<file path="config.mk">
export PLATFORM = sky130hd
export DESIGN_NAME = tsi_interp
export DESIGN_NICKNAME = d
export VERILOG_FILES = /design/src/tsi_pkg.sv /design/src/tsi_interp.sv
export SDC_FILE = /design/constraint.sdc
export NUM_CORES = 1
export LEC_CHECK = 0
export BUFFER_PORTS_ARGS = -buffer_cell sky130_fd_sc_hd__buf_4
export CAP_MARGIN = 10
export CORE_ASPECT_RATIO = 0.75
export CORE_MARGIN = 1.5
export CORE_UTILIZATION = 59
export CTS_BUF_LIST = sky130_fd_sc_hd__clkbuf_8 sky130_fd_sc_hd__clkbuf_16
export CTS_CLUSTER_DIAMETER = 40
export DETAILED_ROUTE_END_ITERATION = 10
export PLACE_DENSITY = 0.81
export SLEW_MARGIN = 0
export SYNTH_ARGS = -nofsm -noshare
export SYNTH_HDL_FRONTEND = slang
export SYNTH_SLANG_ARGS = --single-unit
export TNS_END_PERCENT = 100
</file>
<file path="constraint.sdc">
create_clock -name CLK -period 5.9 [get_ports CLK]
set_clock_uncertainty 0.2 [all_clocks]
set_input_delay 0 -clock CLK [delete_from_list [all_inputs] [get_ports CLK]]
set_output_delay 0 -clock CLK [all_outputs]
set_load 0.005 [all_outputs]
</file>
<file path="src/tsi_pkg.sv">
package tsi_pkg;
    localparam logic [7:0] CH_ESC       = 8'h1b;
    localparam logic [7:0] CH_LBR       = 8'h5b;
    localparam logic [7:0] CH_HASH      = 8'h23;
    localparam logic [7:0] CH_QM        = 8'h3f;
    localparam logic [7:0] CH_SEMI      = 8'h3b;
    localparam logic [7:0] CH_ZERO      = 8'h30;
    localparam logic [7:0] CH_NINE      = 8'h39;
    localparam logic [7:0] CH_SAVE      = 8'h37;
    localparam logic [7:0] CH_RESTORE   = 8'h38;
    localparam logic [7:0] CH_SWL       = 8'h35;
    localparam logic [7:0] FIN_LO       = 8'h40;
    localparam logic [7:0] FIN_HI       = 8'h7e;
    localparam logic [7:0] F_PARM       = 8'h78;
    localparam logic [7:0] F_TEST       = 8'h79;
    localparam logic [7:0] F_DSR        = 8'h6e;
    localparam logic [7:0] F_CPR        = 8'h52;
    localparam logic [7:0] F_ED         = 8'h4a;
    localparam logic [7:0] F_MARG       = 8'h72;
    localparam logic [7:0] F_SM         = 8'h68;
    localparam logic [7:0] F_RM         = 8'h6c;
    localparam logic [7:0] SOL_REQ_ANY  = 8'h00;
    localparam logic [7:0] SOL_REQ_ONLY = 8'h01;
    localparam logic [7:0] SOL_REP      = 8'h02;
    localparam logic [7:0] SOL_REP_ONLY = 8'h03;
    localparam logic [7:0] PAR_NONE     = 8'h01;
    localparam logic [7:0] PAR_ODD      = 8'h04;
    localparam logic [7:0] PAR_EVEN     = 8'h05;
    localparam logic [7:0] NBITS_8      = 8'h01;
    localparam logic [7:0] NBITS_7      = 8'h02;
    localparam logic [7:0] CLKMUL_X16   = 8'h01;
    localparam logic [7:0] DSR_OK       = 8'h00;
    localparam logic [7:0] DSR_BAD      = 8'h03;
    localparam logic [7:0] DSR_STATUS   = 8'h05;
    localparam logic [7:0] DSR_CURSOR   = 8'h06;
    localparam logic [7:0] MODE_SCROLL  = 8'h04;
    localparam logic [7:0] MODE_SCREEN  = 8'h05;
    localparam logic [7:0] ED_BELOW     = 8'h00;
    localparam logic [7:0] ED_ABOVE     = 8'h01;
    localparam logic [7:0] ED_ALL       = 8'h02;
    localparam logic [7:0] TEST_INTRO   = 8'h02;
    localparam logic [7:0] TEST_MAX     = 8'h0f;
    localparam logic [7:0] ROWS         = 8'h18;
    localparam logic [6:0] COLS         = 7'h50;
    localparam int unsigned CLK_HZ         = 125000000;
    localparam int unsigned SCROLL_MAX_LPS = 6;
    localparam int unsigned SCROLL_GAP_CYC = (CLK_HZ + SCROLL_MAX_LPS - 1) / SCROLL_MAX_LPS;
endpackage

</file>
<file path="src/tsi_interp.sv">
`timescale 1ns/1ps
`default_nettype none
module tsi_interp #(
    parameter int unsigned SCROLL_GAP = tsi_pkg::SCROLL_GAP_CYC
) (
    input  wire logic       CLK,
    input  wire logic       RST_N,
    input  wire logic [7:0] RX_DATA,
    input  wire logic       RX_VALID,
    output logic            RX_READY,
    output logic      [7:0] TX_DATA,
    output logic            TX_VALID,
    input  wire logic       TX_READY,
    input  wire logic [4:0] CUR_ROW,
    input  wire logic [6:0] CUR_COL,
    input  wire logic [3:0] CUR_ATTR,
    input  wire logic [2:0] CUR_CSET,
    input  wire logic       MARGIN_ORIGIN_MODE,
    output logic            CURSOR_LOAD,
    output logic            LOAD_FULL,
    output logic      [4:0] LOAD_ROW,
    output logic      [6:0] LOAD_COL,
    output logic      [3:0] LOAD_ATTR,
    output logic      [2:0] LOAD_CSET,
    output logic            SMOOTH_SCROLL_MODE,
    output logic            INVERSE_SCREEN_MODE,
    output logic      [4:0] TOP_MARGIN,
    output logic      [4:0] BOTTOM_MARGIN,
    input  wire logic       SCROLL_REQ,
    output logic            SCROLL_GO,
    input  wire logic       NEW_LINE,
    input  wire logic [4:0] NEW_LINE_ROW,
    output logic            WIDTH_RESET,
    output logic      [4:0] WIDTH_FIRST,
    output logic      [4:0] WIDTH_LAST,
    output logic            ERASE_GO,
    output logic      [1:0] ERASE_MODE,
    output logic            TEST_START,
    output logic      [3:0] TEST_SEL,
    output logic            SELF_RESET,
    input  wire logic       MALFUNCTION,
    input  wire logic [1:0] PARITY_SEL,
    input  wire logic       EIGHT_BITS,
    input  wire logic [3:0] TX_SPEED,
    input  wire logic [3:0] RX_SPEED,
    input  wire logic [3:0] PROCESSOR_OPTION_FLAGS,
    input  wire logic       SETUP_EXIT
);
    import tsi_pkg::*;

    typedef enum logic [1:0] {P_GND, P_ESC, P_CSI, P_HASH} tsi_pst_t;
    typedef enum logic [2:0] {G_IDLE, G_ESC, G_BRK, G_NUM, G_SEP, G_FIN} tsi_gst_t;

    function automatic logic [7:0] acc_step(input logic [7:0] a, input logic [7:0] d);
        logic [11:0] t;
        t = {4'h0, a} * 12'd10 + {8'h00, d[3:0]};
        return (t > 12'd255) ? 8'hff : t[7:0];
    endfunction

    function automatic logic [7:0] dec_digit(input logic [7:0] v, input logic [1:0] ph);
        logic [7:0] d;
        d = (ph == 2'd0) ? v / 8'd100 : (ph == 2'd1) ? (v / 8'd10) % 8'd10 : v % 8'd10;
        return d + CH_ZERO;
    endfunction

    logic       rst;
    logic       self_q;
    tsi_pst_t   pst_q;
    tsi_gst_t   gst_q;
    logic [7:0] acc_q;
    logic [7:0] p0_q;
    logic       has_q;
    logic       has0_q;
    logic [1:0] pidx_q;
    logic       priv_q;
    logic       s4_q;
    logic       s5_q;
    logic       rx_ok;
    logic       fin;
    logic       pub;
    logic [7:0] b;
    logic [7:0] f0;
    logic [7:0] f1;
    logic       h0;
    logic       h1;
    logic       m4;
    logic       m5;
    logic [7:0] top;
    logic [7:0] bot;
    logic       a_req;
    logic       a_test;
    logic       a_dsr;
    logic       a_cpr;
    logic       a_ed;
    logic       a_marg;
    logic       a_mode;
    logic       a_save;
    logic       a_rest;
    logic       a_swl;
    logic       a_unsol;
    logic       unsol_q;
    logic       unsol_pend_q;
    logic       smooth_q;
    logic       inv_q;
    logic [4:0] top_q;
    logic [4:0] bot_q;
    logic [4:0] sv_row_q;
    logic [6:0] sv_col_q;
    logic [3:0] sv_attr_q;
    logic [2:0] sv_cset_q;
    logic [24:0] gap_q;
    logic       ed_hit;
    logic [4:0] ed_first;
    logic [4:0] ed_last;
    logic       msg_ld;
    logic [2:0] msg_n;
    logic [7:0] msg_f;
    logic [7:0] mv [7];
    logic [7:0] num_q [7];
    logic [2:0] nn_q;
    logic [2:0] ni_q;
    logic [1:0] dph_q;
    logic [7:0] fin_q;
    logic [7:0] tx_d_q;
    logic       tx_v_q;
    logic       tx_free;
    logic [7:0] cur_num;
    logic       dig_emit;

    // a zero confidence test resets every register except num_q for one cycle
    assign rst      = !RST_N || self_q;
    assign b        = RX_DATA;
    // reception stalls while a reply is built, so replies never overlap
    assign RX_READY = (gst_q == G_IDLE) && !NEW_LINE && !(unsol_pend_q && unsol_q);
    assign rx_ok    = RX_VALID && RX_READY;
    assign fin      = rx_ok && pst_q == P_CSI && b >= FIN_LO && b <= FIN_HI;
    assign pub      = fin && !priv_q;
    assign f0       = (pidx_q == 2'd0) ? acc_q : p0_q;
    assign h0       = (pidx_q == 2'd0) ? has_q : has0_q;
    assign f1       = (pidx_q == 2'd1) ? acc_q : 8'h00;
    assign h1       = (pidx_q == 2'd1) && has_q;
    assign m4       = s4_q || (has_q && acc_q == MODE_SCROLL);
    assign m5       = s5_q || (has_q && acc_q == MODE_SCREEN);
    assign top      = (h0 && f0 != 8'h00) ? f0 : 8'h01;
    assign bot      = (h1 && f1 != 8'h00) ? f1 : ROWS;

    assign a_req  = pub && b == F_PARM && pidx_q == 2'd0 && f0 <= SOL_REQ_ONLY;
    assign a_test = pub && b == F_TEST && pidx_q == 2'd1 && h0 && f0 == TEST_INTRO
                    && f1 <= TEST_MAX;
    assign a_dsr  = pub && b == F_DSR && pidx_q == 2'd0 && f0 == DSR_STATUS;
    assign a_cpr  = pub && b == F_DSR && pidx_q == 2'd0 && f0 == DSR_CURSOR;
    assign a_ed   = pub && b == F_ED && pidx_q == 2'd0 && f0 <= ED_ALL;
    assign a_marg = pub && b == F_MARG && pidx_q <= 2'd1 && top < bot && bot <= ROWS;
    assign a_mode = fin && priv_q && (b == F_SM || b == F_RM);
    assign a_save = rx_ok && pst_q == P_ESC && b == CH_SAVE;
    assign a_rest = rx_ok && pst_q == P_ESC && b == CH_RESTORE;
    assign a_swl  = rx_ok && pst_q == P_HASH && b == CH_SWL;
    assign a_unsol = (gst_q == G_IDLE) && unsol_pend_q && unsol_q;

    // parameters saturate at 255; only the first two are kept, except mode numbers 4 and 5, which are flagged in any position
    always_ff @(posedge CLK) begin
        if (rst) begin
            pst_q  <= P_GND;
            acc_q  <= 8'h00;
            p0_q   <= 8'h00;
            has_q  <= 1'b0;
            has0_q <= 1'b0;
            pidx_q <= 2'd0;
            priv_q <= 1'b0;
            s4_q   <= 1'b0;
            s5_q   <= 1'b0;
        end else if (rx_ok) begin
            if (b == CH_ESC) begin
                pst_q <= P_ESC;
            end else begin
                unique case (pst_q)
                    P_ESC: begin
                        pst_q  <= (b == CH_LBR) ? P_CSI : (b == CH_HASH) ? P_HASH : P_GND;
                        acc_q  <= 8'h00;
                        p0_q   <= 8'h00;
                        has_q  <= 1'b0;
                        has0_q <= 1'b0;
                        pidx_q <= 2'd0;
                        priv_q <= 1'b0;
                        s4_q   <= 1'b0;
                        s5_q   <= 1'b0;
                    end
                    P_CSI: begin
                        if (b >= CH_ZERO && b <= CH_NINE) begin
                            acc_q <= acc_step(acc_q, b);
                            has_q <= 1'b1;
                        end else if (b == CH_SEMI) begin
                            if (pidx_q == 2'd0) begin
                                p0_q   <= acc_q;
                                has0_q <= has_q;
                            end
                            pidx_q <= (pidx_q == 2'd3) ? 2'd3 : pidx_q + 2'd1;
                            acc_q  <= 8'h00;
                            has_q  <= 1'b0;
                            s4_q   <= m4;
                            s5_q   <= m5;
                        end else if (b == CH_QM && pidx_q == 2'd0 && !has_q) begin
                            priv_q <= 1'b1;
                        end else begin
                            pst_q <= P_GND;
                        end
                    end
                    default: pst_q <= P_GND;
                endcase
            end
        end
    end

    always_ff @(posedge CLK) begin
        if (rst) begin
            smooth_q <= 1'b0;
            inv_q    <= 1'b0;
        end else if (a_mode) begin
            if (m4) smooth_q <= (b == F_SM);
            if (m5) inv_q <= (b == F_SM);
        end
    end

    always_ff @(posedge CLK) begin
        if (rst) begin
            top_q <= 5'd1;
            bot_q <= ROWS[4:0];
        end else if (a_marg) begin
            top_q <= top[4:0];
            bot_q <= bot[4:0];
        end
    end

    // an unsolicited report waits for the generator to go idle
    always_ff @(posedge CLK) begin
        if (rst) begin
            unsol_q      <= 1'b0;
            unsol_pend_q <= 1'b0;
        end else begin
            if (a_req) unsol_q <= (f0 == SOL_REQ_ANY);
            if (SETUP_EXIT && unsol_q) unsol_pend_q <= 1'b1;
            else if (a_unsol) unsol_pend_q <= 1'b0;
        end
    end

    always_ff @(posedge CLK) begin
        if (rst) begin
            sv_row_q  <= 5'd1;
            sv_col_q  <= 7'd1;
            sv_attr_q <= 4'h0;
            sv_cset_q <= 3'h0;
        end else if (a_save) begin
            sv_row_q  <= CUR_ROW;
            sv_col_q  <= CUR_COL;
            sv_attr_q <= CUR_ATTR;
            sv_cset_q <= CUR_CSET;
        end
    end

    always_ff @(posedge CLK) begin
        if (rst) begin
            CURSOR_LOAD <= 1'b0;
            LOAD_FULL   <= 1'b0;
            LOAD_ROW    <= 5'd1;
            LOAD_COL    <= 7'd1;
            LOAD_ATTR   <= 4'h0;
            LOAD_CSET   <= 3'h0;
        end else begin
            CURSOR_LOAD <= a_rest || a_marg;
            LOAD_FULL   <= a_rest;
            if (a_rest) begin
                LOAD_ROW  <= sv_row_q;
                LOAD_COL  <= sv_col_q;
                LOAD_ATTR <= sv_attr_q;
                LOAD_CSET <= sv_cset_q;
            end else if (a_marg) begin
                LOAD_ROW <= MARGIN_ORIGIN_MODE ? top[4:0] : 5'd1;
                LOAD_COL <= 7'd1;
            end
        end
    end

    // lines wholly inside the erased range; the cursor line always counts for ED_ALL,
    // otherwise only when the cursor sits in column 1 for ED_BELOW or in column COLS for ED_ABOVE
    always_comb begin
        ed_first = 5'd1;
        ed_last  = ROWS[4:0];
        if (f0 == ED_BELOW) begin
            ed_first = (CUR_COL == 7'd1) ? CUR_ROW : 5'(CUR_ROW + 5'd1);
        end else if (f0 == ED_ABOVE) begin
            ed_last = (CUR_COL == COLS) ? CUR_ROW : 5'(CUR_ROW - 5'd1);
        end
        ed_hit = a_ed && ed_first <= ed_last && ed_last != 5'd0;
    end

    always_ff @(posedge CLK) begin
        if (rst) begin
            WIDTH_RESET <= 1'b0;
            WIDTH_FIRST <= 5'd1;
            WIDTH_LAST  <= 5'd1;
            ERASE_GO    <= 1'b0;
            ERASE_MODE  <= 2'd0;
        end else begin
            WIDTH_RESET <= a_swl || NEW_LINE || ed_hit;
            ERASE_GO    <= a_ed;
            if (a_ed) ERASE_MODE <= f0[1:0];
            if (NEW_LINE) begin
                WIDTH_FIRST <= NEW_LINE_ROW;
                WIDTH_LAST  <= NEW_LINE_ROW;
            end else if (a_swl) begin
                WIDTH_FIRST <= CUR_ROW;
                WIDTH_LAST  <= CUR_ROW;
            end else if (ed_hit) begin
                WIDTH_FIRST <= ed_first;
                WIDTH_LAST  <= ed_last;
            end
        end
    end

    always_ff @(posedge CLK) begin
        if (rst) begin
            TEST_START <= 1'b0;
            TEST_SEL   <= 4'h0;
            self_q     <= 1'b0;
        end else begin
            TEST_START <= a_test && f1 != 8'h00;
            self_q     <= a_test && f1 == 8'h00;
            if (a_test && f1 != 8'h00) TEST_SEL <= f1[3:0];
        end
    end

    // the gap counter is only consulted in smooth mode
    assign SCROLL_GO = SCROLL_REQ && (!smooth_q || gap_q == 25'd0);
    always_ff @(posedge CLK) begin
        if (rst) gap_q <= 25'd0;
        else if (SCROLL_GO && smooth_q) gap_q <= 25'(SCROLL_GAP - 1);
        else if (gap_q != 25'd0) gap_q <= gap_q - 25'd1;
    end

    always_comb begin
        msg_ld = a_req || a_unsol || a_dsr || a_cpr;
        msg_n  = 3'd1;
        msg_f  = F_DSR;
        for (int i = 0; i < 7; i++) mv[i] = 8'h00;
        if (a_req || a_unsol) begin
            msg_n = 3'd7;
            msg_f = F_PARM;
            mv[0] = (a_req && f0 == SOL_REQ_ONLY) ? SOL_REP_ONLY : SOL_REP;
            mv[1] = (PARITY_SEL == 2'd1) ? PAR_ODD : (PARITY_SEL == 2'd2) ? PAR_EVEN : PAR_NONE;
            mv[2] = EIGHT_BITS ? NBITS_8 : NBITS_7;
            mv[3] = {1'b0, TX_SPEED, 3'b000};
            mv[4] = {1'b0, RX_SPEED, 3'b000};
            mv[5] = CLKMUL_X16;
            mv[6] = {4'h0, PROCESSOR_OPTION_FLAGS};
        end else if (a_dsr) begin
            mv[0] = MALFUNCTION ? DSR_BAD : DSR_OK;
        end else if (a_cpr) begin
            msg_n = 3'd2;
            msg_f = F_CPR;
            mv[0] = {3'h0, CUR_ROW};
            mv[1] = {1'b0, CUR_COL};
        end
    end

    always_ff @(posedge CLK) begin
        if (msg_ld) num_q <= mv;
    end

    assign tx_free  = !tx_v_q || TX_READY;
    assign cur_num  = num_q[ni_q];
    // leading zeros are suppressed; a skipped digit still costs a cycle
    assign dig_emit = dph_q == 2'd2 || (dph_q == 2'd1 && cur_num >= 8'd10) || cur_num >= 8'd100;

    always_ff @(posedge CLK) begin
        if (rst) begin
            gst_q  <= G_IDLE;
            nn_q   <= 3'd1;
            ni_q   <= 3'd0;
            dph_q  <= 2'd0;
            fin_q  <= F_DSR;
            tx_d_q <= 8'h00;
            tx_v_q <= 1'b0;
        end else begin
            if (TX_READY) tx_v_q <= 1'b0;
            if (msg_ld) begin
                nn_q  <= msg_n;
                fin_q <= msg_f;
                ni_q  <= 3'd0;
                dph_q <= 2'd0;
                gst_q <= G_ESC;
            end else if (gst_q != G_IDLE && tx_free) begin
                unique case (gst_q)
                    G_ESC: begin
                        tx_d_q <= CH_ESC;
                        tx_v_q <= 1'b1;
                        gst_q  <= G_BRK;
                    end
                    G_BRK: begin
                        tx_d_q <= CH_LBR;
                        tx_v_q <= 1'b1;
                        gst_q  <= G_NUM;
                    end
                    G_NUM: begin
                        if (dig_emit) begin
                            tx_d_q <= dec_digit(cur_num, dph_q);
                            tx_v_q <= 1'b1;
                        end
                        dph_q <= (dph_q == 2'd2) ? 2'd0 : dph_q + 2'd1;
                        if (dph_q == 2'd2) gst_q <= (ni_q == nn_q - 3'd1) ? G_FIN : G_SEP;
                    end
                    G_SEP: begin
                        tx_d_q <= CH_SEMI;
                        tx_v_q <= 1'b1;
                        ni_q   <= ni_q + 3'd1;
                        gst_q  <= G_NUM;
                    end
                    default: begin
                        tx_d_q <= fin_q;
                        tx_v_q <= 1'b1;
                        gst_q  <= G_IDLE;
                    end
                endcase
            end
        end
    end

    assign TX_DATA             = tx_d_q;
    assign TX_VALID            = tx_v_q;
    assign SMOOTH_SCROLL_MODE  = smooth_q;
    assign INVERSE_SCREEN_MODE = inv_q;
    assign TOP_MARGIN          = top_q;
    assign BOTTOM_MARGIN       = bot_q;
    assign SELF_RESET          = self_q;

    property p_smooth_gap;
        @(posedge CLK) disable iff (rst) SCROLL_GO && smooth_q |=> !SCROLL_GO [*8];
    endproperty
    a_smooth_gap: assert property (p_smooth_gap) else $error("smooth scroll too fast");
    property p_jump;
        @(posedge CLK) disable iff (rst) SCROLL_REQ && !smooth_q |-> SCROLL_GO;
    endproperty
    a_jump: assert property (p_jump) else $error("jump scroll delayed");
    property p_unsol_off;
        @(posedge CLK) disable iff (!RST_N) $rose(RST_N) |-> !unsol_q && !unsol_pend_q;
    endproperty
    a_unsol_off: assert property (p_unsol_off) else $error("unsolicited on after reset");
    property p_region;
        @(posedge CLK) disable iff (rst) TOP_MARGIN < BOTTOM_MARGIN;
    endproperty
    a_region: assert property (p_region) else $error("scroll region under two lines");
    property p_home;
        @(posedge CLK) disable iff (rst) a_marg |=> CURSOR_LOAD && !LOAD_FULL && LOAD_COL == 7'd1;
    endproperty
    a_home: assert property (p_home) else $error("cursor not homed on margins");
    property p_rep_sol;
        @(posedge CLK) disable iff (rst) a_req |=> gst_q == G_ESC && num_q[0] >= SOL_REP;
    endproperty
    a_rep_sol: assert property (p_rep_sol) else $error("bad report code");
    property p_ed_all;
        @(posedge CLK) disable iff (rst)
            a_ed && f0 == ED_ALL |=> !CURSOR_LOAD && WIDTH_RESET && WIDTH_FIRST == 5'd1;
    endproperty
    a_ed_all: assert property (p_ed_all) else $error("full erase wrong");
    property p_self;
        @(posedge CLK) disable iff (!RST_N) a_test && f1 == 8'h00 |=> SELF_RESET && !TEST_START;
    endproperty
    a_self: assert property (p_self) else $error("zero test did not reset");
    property p_tx_hold;
        @(posedge CLK) disable iff (rst) TX_VALID && !TX_READY |=> TX_VALID && $stable(TX_DATA);
    endproperty
    a_tx_hold: assert property (p_tx_hold) else $error("tx byte dropped");
endmodule
`default_nettype wire

</file>
==> out/qor.csv, run 1 <==
metric,value,unit
outcome,"finished, final reports clean",
Min Hold Slack,0.01725,ns
Initial Utilization,61.00,%
net switching power,855.6,uW
"Top FF cell, synth",dfxtp_1,
CP Max Fanout,15,
Ys Warns,0,
CP Capture Type,flop,
Ant. Diodes,0,
DRT iter0 DRCs,836,
vias,9729,
Die H,115.0,um
Slew Limit Fails,0,
vias in the first global route,8930,
total grt overflow,0,
drt drc,0,
Core Region,16170,um2
drt via density,6.111,
setup tns final,0,ns
Port Buffers,119,
"Arr. time, crit path",5.47,ns
leading cell type by number of instances after synthesis,nand2_1,
clk slew on worst S/H paths,0.07,ns
worst skew pair latency,0.43,ns
synthesized area,9861,um2
Final #Nets,1461,
Hold Fails Final Rpt,0,
period utilization,90.33,%
routed length per instance,18.06,um
switching share of power,28.47,%
share of layout cells above drive strength 1,13.46,%
Antenna Nets Post-Route,0,
IO Pins,120,
combinational share of power,18.7,%
clk sinks,173,
gp weighted congestion,0.9387,
Synth Instances,1233,
leakage power figure,4.690,nW
Worst Setup Start Kind,flop,
TritonRoute pass-1 iters,5,
clk root buf,clkbuf_16,
RSZ-0062 raised after global routing,false,
Post-CTS Setup Bufs,0,
Area growth syn-to-layout,21.66,%
Clk pwr share,36.8,%
syn avg cell area,7.997,um2
Worst Path Required,6.04,ns
minimum clock period,5.329,ns
Flop pwr share,44.5,%
pwr dens,250.5,nW/um2
top post-synthesis cells by count,"181 x nand2_1, 146 x dfxtp_1, 131 x nor2_1, 123 x a21oi_1, 53 x clkbuf_1",
CTS tree,done,
actual slew at the worst max-slew pin,1.142,ns
clock buffer depth,2,
Syn Nets,1325,
placed wire-length estimate,19410,um
max frequency,187.6,MHz
GRT Total Usage,33.08,%
maxcap violations,0,
deepest level of the CTS H-tree,4,
internal power,2.150,mW
worst min-delay path category,in -> reg,
ys async rst share,0,%
largest area contributor in the netlist,dfxtp_1,
Rel. slew slack,23.63,%
Die ar.,17510,um2
Netlist cell types,86,
"Seq/Total Area, Yosys",37.86,%
Synth Register Bits,173,
initial antenna violation count,0,
global-route wire length before repair,46310,um
utilization after layout,74.21,%
Die Wd,152.3,um
kind of critical path,reg -> reg,
Synth area leaders,"dfxtp_1 30%, edfxtp_1 8.2%, nand2_1 6.9%",
pin count of the biggest net entering global routing,107,
routed wire length,28760,um
Synth top area share,29.64,%
row cnt,40,
pre-CTS setup slack,0.5674,ns
Setup-failing EPs final,0,
VDD IR-drop max,0.3066,mV
number of flops mapped to enable cells by yosys,27,
cts bufs inserted,17,
final worst setup slack,0.5707,ns
per-layer routing:
metal / routed length [um] / global-route usage, % / up-vias / share of wire (%)
met5: 0 / 0 / - / 0
met4: 475 / 10.29 / 0 / 1.7
met3: 2885 / 7.727 / 48 / 10
met2: 12460 / 49.86 / 498 / 43
met1: 12940 / 47.20 / 4523 / 45
li1: - / - / 4660 / -
layout by cell type, fill, tap and decap left out, types with 9 or more instances in the layout:
| cell | instances |
|---|---|
| and3_1 | 9 |
| nor4_1 | 17 |
| nor3_1 | 31 |
| dlygate4sd3_1 | 60 |
| o21ai_0 | 50 |
| a31oi_1 | 10 |
| and2_1 | 19 |
| o211ai_1 | 12 |
| a21oi_1 | 123 |
| nand3_1 | 45 |
| or4_1 | 11 |
| buf_4 | 127 |
| dfxtp_1 | 145 |
| edfxtp_1 | 27 |
| a21o_1 | 10 |
| xnor2_1 | 31 |
| clkbuf_16 | 18 |
| nand4_1 | 15 |
| or3_1 | 9 |
| xor2_1 | 16 |
| mux2i_1 | 29 |
| nor2b_1 | 25 |
| nand2b_1 | 13 |
| ha_1 | 34 |
| inv_1 | 32 |
| a22oi_1 | 15 |
| nor2_1 | 131 |
| nand2_1 | 181 |
registers in the layout, indices dropped and copies added (netlist names), 4 cells and up:
signal and flops:
LOAD_ROW 5, TEST_SEL 4, acc_q 8, TOP_MARGIN 5, LOAD_COL 7, sv_attr_q 4
WIDTH_LAST 5, LOAD_ATTR 4, gap_q 25, WIDTH_FIRST 5, BOTTOM_MARGIN 5, sv_row_q 5
TX_DATA 8, sv_col_q 7, num_q 27, p0_q 8
power groups by stage:
stage,Clock [mW],Sequential (mW),Combinational [mW]
after floorplan,0,1.35,0.387
after global placement,0,1.36,0.504
after detailed placement,0,1.36,0.517
after CTS,1.11,1.34,0.552
after global routing,1.17,1.35,0.625
final,1.11,1.34,0.561
repair_timing:
item,in CTS,in global routing
resized for setup,0,2
hold buffers,60,0
endpoints found under the setup margin,0,1
endpoints found under the hold margin,77,0
cell type report:
class                      count  area [um2]
tap                          210       262.8
clock inverter                13       113.9
inverter                      32       120.1
fill                        1229        4169
sequential                   173        3735
multi-input combinational    958        5747
timing repair buffer         187        1554
clock buffer                  19       464.2
stage by stage:
| step | power [mW] | std cells | instance area [um2] |
|---|---|---|---|
| 6_report | 3.005 | 1592 | 12000 |
| 2_1_floorplan | 1.733 | 1233 | 9861 |
| 5_1_grt | 3.136 | 1592 | 12000 |
| 3_3_place_gp | 1.860 | 1500 | 10810 |
| 3_5_place_dp | 1.878 | 1500 | 10810 |
| 4_1_cts | 2.999 | 1592 | 11990 |
worst paths after layout:
path	startpoint	end	slack (ns)	cells after the start
setup / recovery	ni_q[2]$_SDFFE_PP0P_	TX_DATA[5]$_SDFFE_PP0P_	0.57	18
hold / removal	RST_N	LOAD_COL[0]$_SDFFE_PP1P_	0.02	4
setup reg to reg	ni_q[2]$_SDFFE_PP0P_	TX_DATA[5]$_SDFFE_PP0P_	0.57	18
hold reg to reg	sv_cset_q[1]$_SDFFE_PP0P_	sv_cset_q[1]$_SDFFE_PP0P_	0.25	2
critical path, cell delays in order, from the launching register on:
cell,delay [ns]
dfxtp_1,0.62
and2b_1,0.29
and2_1,0.22
o21ai_4,0.37
nor3_1,0.11
a2111oi_0,0.36
a221oi_1,0.17
ha_1,0.27
a211o_1,0.23
nor4_1,0.31
a21oi_1,0.11
o2111a_1,0.17
a211o_1,0.34
or4_1,0.48
a21o_1,0.19
ha_1,0.29
nor3_1,0.17
a21oi_1,0.06
a311oi_1,0.27
cell families after synthesis:
family          after synthesis  share of synthesized area [%]
fa+ha+maj                    37                          4.822
xor+xnor                     47                          4.175
buf+inv                     102                          4.213
simple gates                540                          26.18
flops                       173                          37.86
compound gates              301                          19.35
mux                          33                          3.401
Note: power is estimated with default switching activity, not from simulation.
==> inputs of run 2 (changes only) <==
CORE_UTILIZATION = 45   (was 59)
CTS_BUF_LIST = sky130_fd_sc_hd__clkbuf_8   (was sky130_fd_sc_hd__clkbuf_8 sky130_fd_sc_hd__clkbuf_16)
PLACE_DENSITY = default   (was 0.81)
==> run 2 against run 1 <==
Design area grew 1.2%; combinational power shrank 1%; cell count grew 6.6%; via count shrank 1.1%; core utilization shrank 17 points; setup slack lost 0.18 ns; global-route usage shrank 7.4 points; sequential share of layout area shrank 0.38 points; routed wire length grew 1.0%; largest cell class unchanged; maximum frequency shrank 3.4%.
==> out/qor.csv, run 2 (synthesized netlist as in run 1, its figures left out) <==
metric,value,unit,change
outcome,"finished, final reports clean",,unchanged
combinational share of power,20.5,%,was 18.7%
Cells on Worst Hold Path,3,,was 4
Core Region,21300,um2,"was 16,170 um2"
utilization after layout,57.02,%,was 74.21%
max frequency,181.3,MHz,was 187.6 MHz
pin count of the biggest net entering global routing,81,,was 107
Antenna Nets Post-Route,0,,unchanged
Post-CTS Setup Bufs,0,,unchanged
routed wire length,29050,um,"was 28,760 um"
routed length per instance,17.12,um,was 18.06 um
Slew Limit Fails,0,,unchanged
setup tns final,0,ns,unchanged
clk root buf,clkbuf_8,,was clkbuf_16
"Arr. time, crit path",5.71,ns,was 5.47 ns
kind of critical path,reg -> reg,,unchanged
Setup-failing EPs final,0,,unchanged
worst min-delay path category,in -> reg,,unchanged
drt drc,0,,unchanged
crit-path cells,and2b_1 > and2_1 > o21ai_2 > nor3_1 > a2111oi_0 > a221oi_1 > ha_1 > a211o_1 > nor4_1 > a21oi_1 > o2111a_1 > a211o_1 > or4_1 > a21o_1 > ha_1 > nor3_1 > a21oi_1 > a311oi_1,,was and2b_1 > and2_1 > o21ai_4 > nor3_1 > a2111oi_0 > a221oi_1 > ha_1 > a211o_1 > nor4_1 > a21oi_1 > o2111a_1 > a211o_1 > or4_1 > a21o_1 > ha_1 > nor3_1 > a21oi_1 > a311oi_1
internal power,1.870,mW,was 2.150 mW
switching share of power,30.71,%,was 28.47%
row cnt,46,,was 40
pre-CTS setup slack,0.5233,ns,was 0.5674 ns
period utilization,93.46,%,was 90.33%
Die Wd,173.9,um,was 152.3 um
total grt overflow,0,,unchanged
TritonRoute pass-1 iters,5,,unchanged
gp weighted congestion,0.8973,,was 0.9387
Rel. slew slack,17.22,%,was 23.63%
vias,9619,,"was 9,729"
GRT Total Usage,25.66,%,was 33.08%
clock buffer depth,2,,unchanged
Flop pwr share,49.4,%,was 44.5%
Final #Nets,1488,,"was 1,461"
CP Capture Type,flop,,unchanged
Ant. Diodes,0,,unchanged
cell count of the worst reg-to-reg path,18,,unchanged
vias in the first global route,8928,,"was 8,930"
drt via density,5.668,,was 6.111
Worst Path Required,6.09,ns,was 6.04 ns
Port Buffers,119,,unchanged
VDD IR-drop max,0.2832,mV,was 0.3066 mV
actual slew at the worst max-slew pin,1.234,ns,was 1.142 ns
"commonest cells after routing, fill and taps aside","181 x nand2_1, 146 x dfxtp_1, 131 x buf_4, 130 x nor2_1, 123 x a21oi_1",,"was 181 x nand2_1, 145 x dfxtp_1, 131 x nor2_1, 127 x buf_4, 123 x a21oi_1"
net switching power,828.6,uW,was 855.6 uW
final standard cell area without fillers,12140,um2,"was 12,000 um2"
Die H,131.2,um,was 115.0 um
Hold Fails Final Rpt,0,,unchanged
Clk pwr share,30.2,%,was 36.8%
CTS tree,done,,unchanged
placed wire-length estimate,20590,um,"was 19,410 um"
global-route wire length before repair,47370,um,"was 46,310 um"
Regs by FF count,"num_q: 27 flops, gap_q: 25 flops",,unchanged
IO Pins,120,,unchanged
max FFs per register,27,,unchanged
Initial Utilization,46.30,%,was 61.00%
initial antenna violation count,0,,unchanged
final worst setup slack,0.3857,ns,was 0.5707 ns
clk sinks,173,,unchanged
maxcap violations,0,,unchanged
Area growth syn-to-layout,23.13,%,was 21.66%
CP Max Fanout,15,,unchanged
Post-Place Cell Area,10940,um2,"was 10,810 um2"
cts bufs inserted,17,,unchanged
largest register by flop count,num_q,,unchanged
leakage power figure,4.681,nW,was 4.690 nW
pwr dens,222.3,nW/um2,was 250.5 nW/um2
Worst Setup Start Kind,flop,,unchanged
Die ar.,22820,um2,"was 17,510 um2"
RSZ-0062 raised after global routing,false,,unchanged
clk slew on worst S/H paths,0.10,ns,was 0.07 ns
minimum clock period,5.514,ns,was 5.329 ns
deepest level of the CTS H-tree,4,,unchanged
"most common cell after layout, fill and taps aside",nand2_1,,unchanged
Max stage delay on crit path,0.61,ns,was 0.62 ns
worst skew pair latency,0.48,ns,was 0.43 ns
share of layout cells above drive strength 1,13.48,%,was 13.46%
slowest cell on the critical path,dfxtp_1,,unchanged
DRT iter0 DRCs,797,,was 836
[run 2: path summary, 6_finish.rpt]
path | start | slack [ns] | end
max | ni_q[2]$_SDFFE_PP0P_ | 0.39 | TX_DATA[5]$_SDFFE_PP0P_
min | SCROLL_REQ | 0.06 | gap_q[18]$_SDFFE_PP0P_
max reg2reg | ni_q[2]$_SDFFE_PP0P_ | 0.39 | TX_DATA[5]$_SDFFE_PP0P_
min reg2reg | sv_cset_q[2]$_SDFFE_PP0P_ | 0.25 | LOAD_CSET[2]$_SDFFE_PP0P_
[run 2: power groups by stage]
stage,combinational (mW),sequential [mW],clock [mW]
2_1_floorplan,0.387,1.35,0
3_3_place_gp,0.512,1.36,0
3_5_place_dp,0.518,1.36,0
4_1_cts,0.554,1.33,0.834
5_1_grt,0.627,1.35,0.877
6_report,0.553,1.33,0.814
[run 2: worst max-delay path: cells and delay by family, from the launching register on]
| family | cells | cell delay, ns |
|---|---|---|
| AND/OR/NAND/NOR | 6 | 1.57 |
| adder cells (fa/ha/maj) | 2 | 0.54 |
| flip-flops | 1 | 0.61 |
| AO/OA/AOI/OAI | 10 | 2.49 |
[run 2: stage by stage]
step	total power [mW]	cells	hold slack, ns
floorplan	1.733	1233	-0.08496
global placement	1.871	1582	0.05758
detailed placement	1.876	1582	0.06327
CTS	2.719	1697	0.03090
global route	2.850	1697	0.06677
finish	2.699	1697	0.05710
[run 2: final cells by class]
class                      instances  area [um2]
inverter                          32       120.1
timing repair buffer             214        1814
clock buffer                      17       234.0
multi-input combinational        958        5742
tap                              288       360.3
fill                            2010        9154
sequential                       173        3734
clock inverter                    15       137.6
[run 2: repair_timing]
item / in CTS / in global routing
gates resized for setup: 0 / 1
hold buffers: 83 / 0
endpoints found under the setup margin: 0 / 1
endpoints found under the hold margin: 105 / 0
[run 2: per-layer routing]
metal	track usage, %	vias up	routed length (um)
met2	34.47	326	11480
met5	0	-	0
li1	-	4730	-
met1	40.81	4541	15370
met4	6.466	0	362
met3	5.064	22	1841
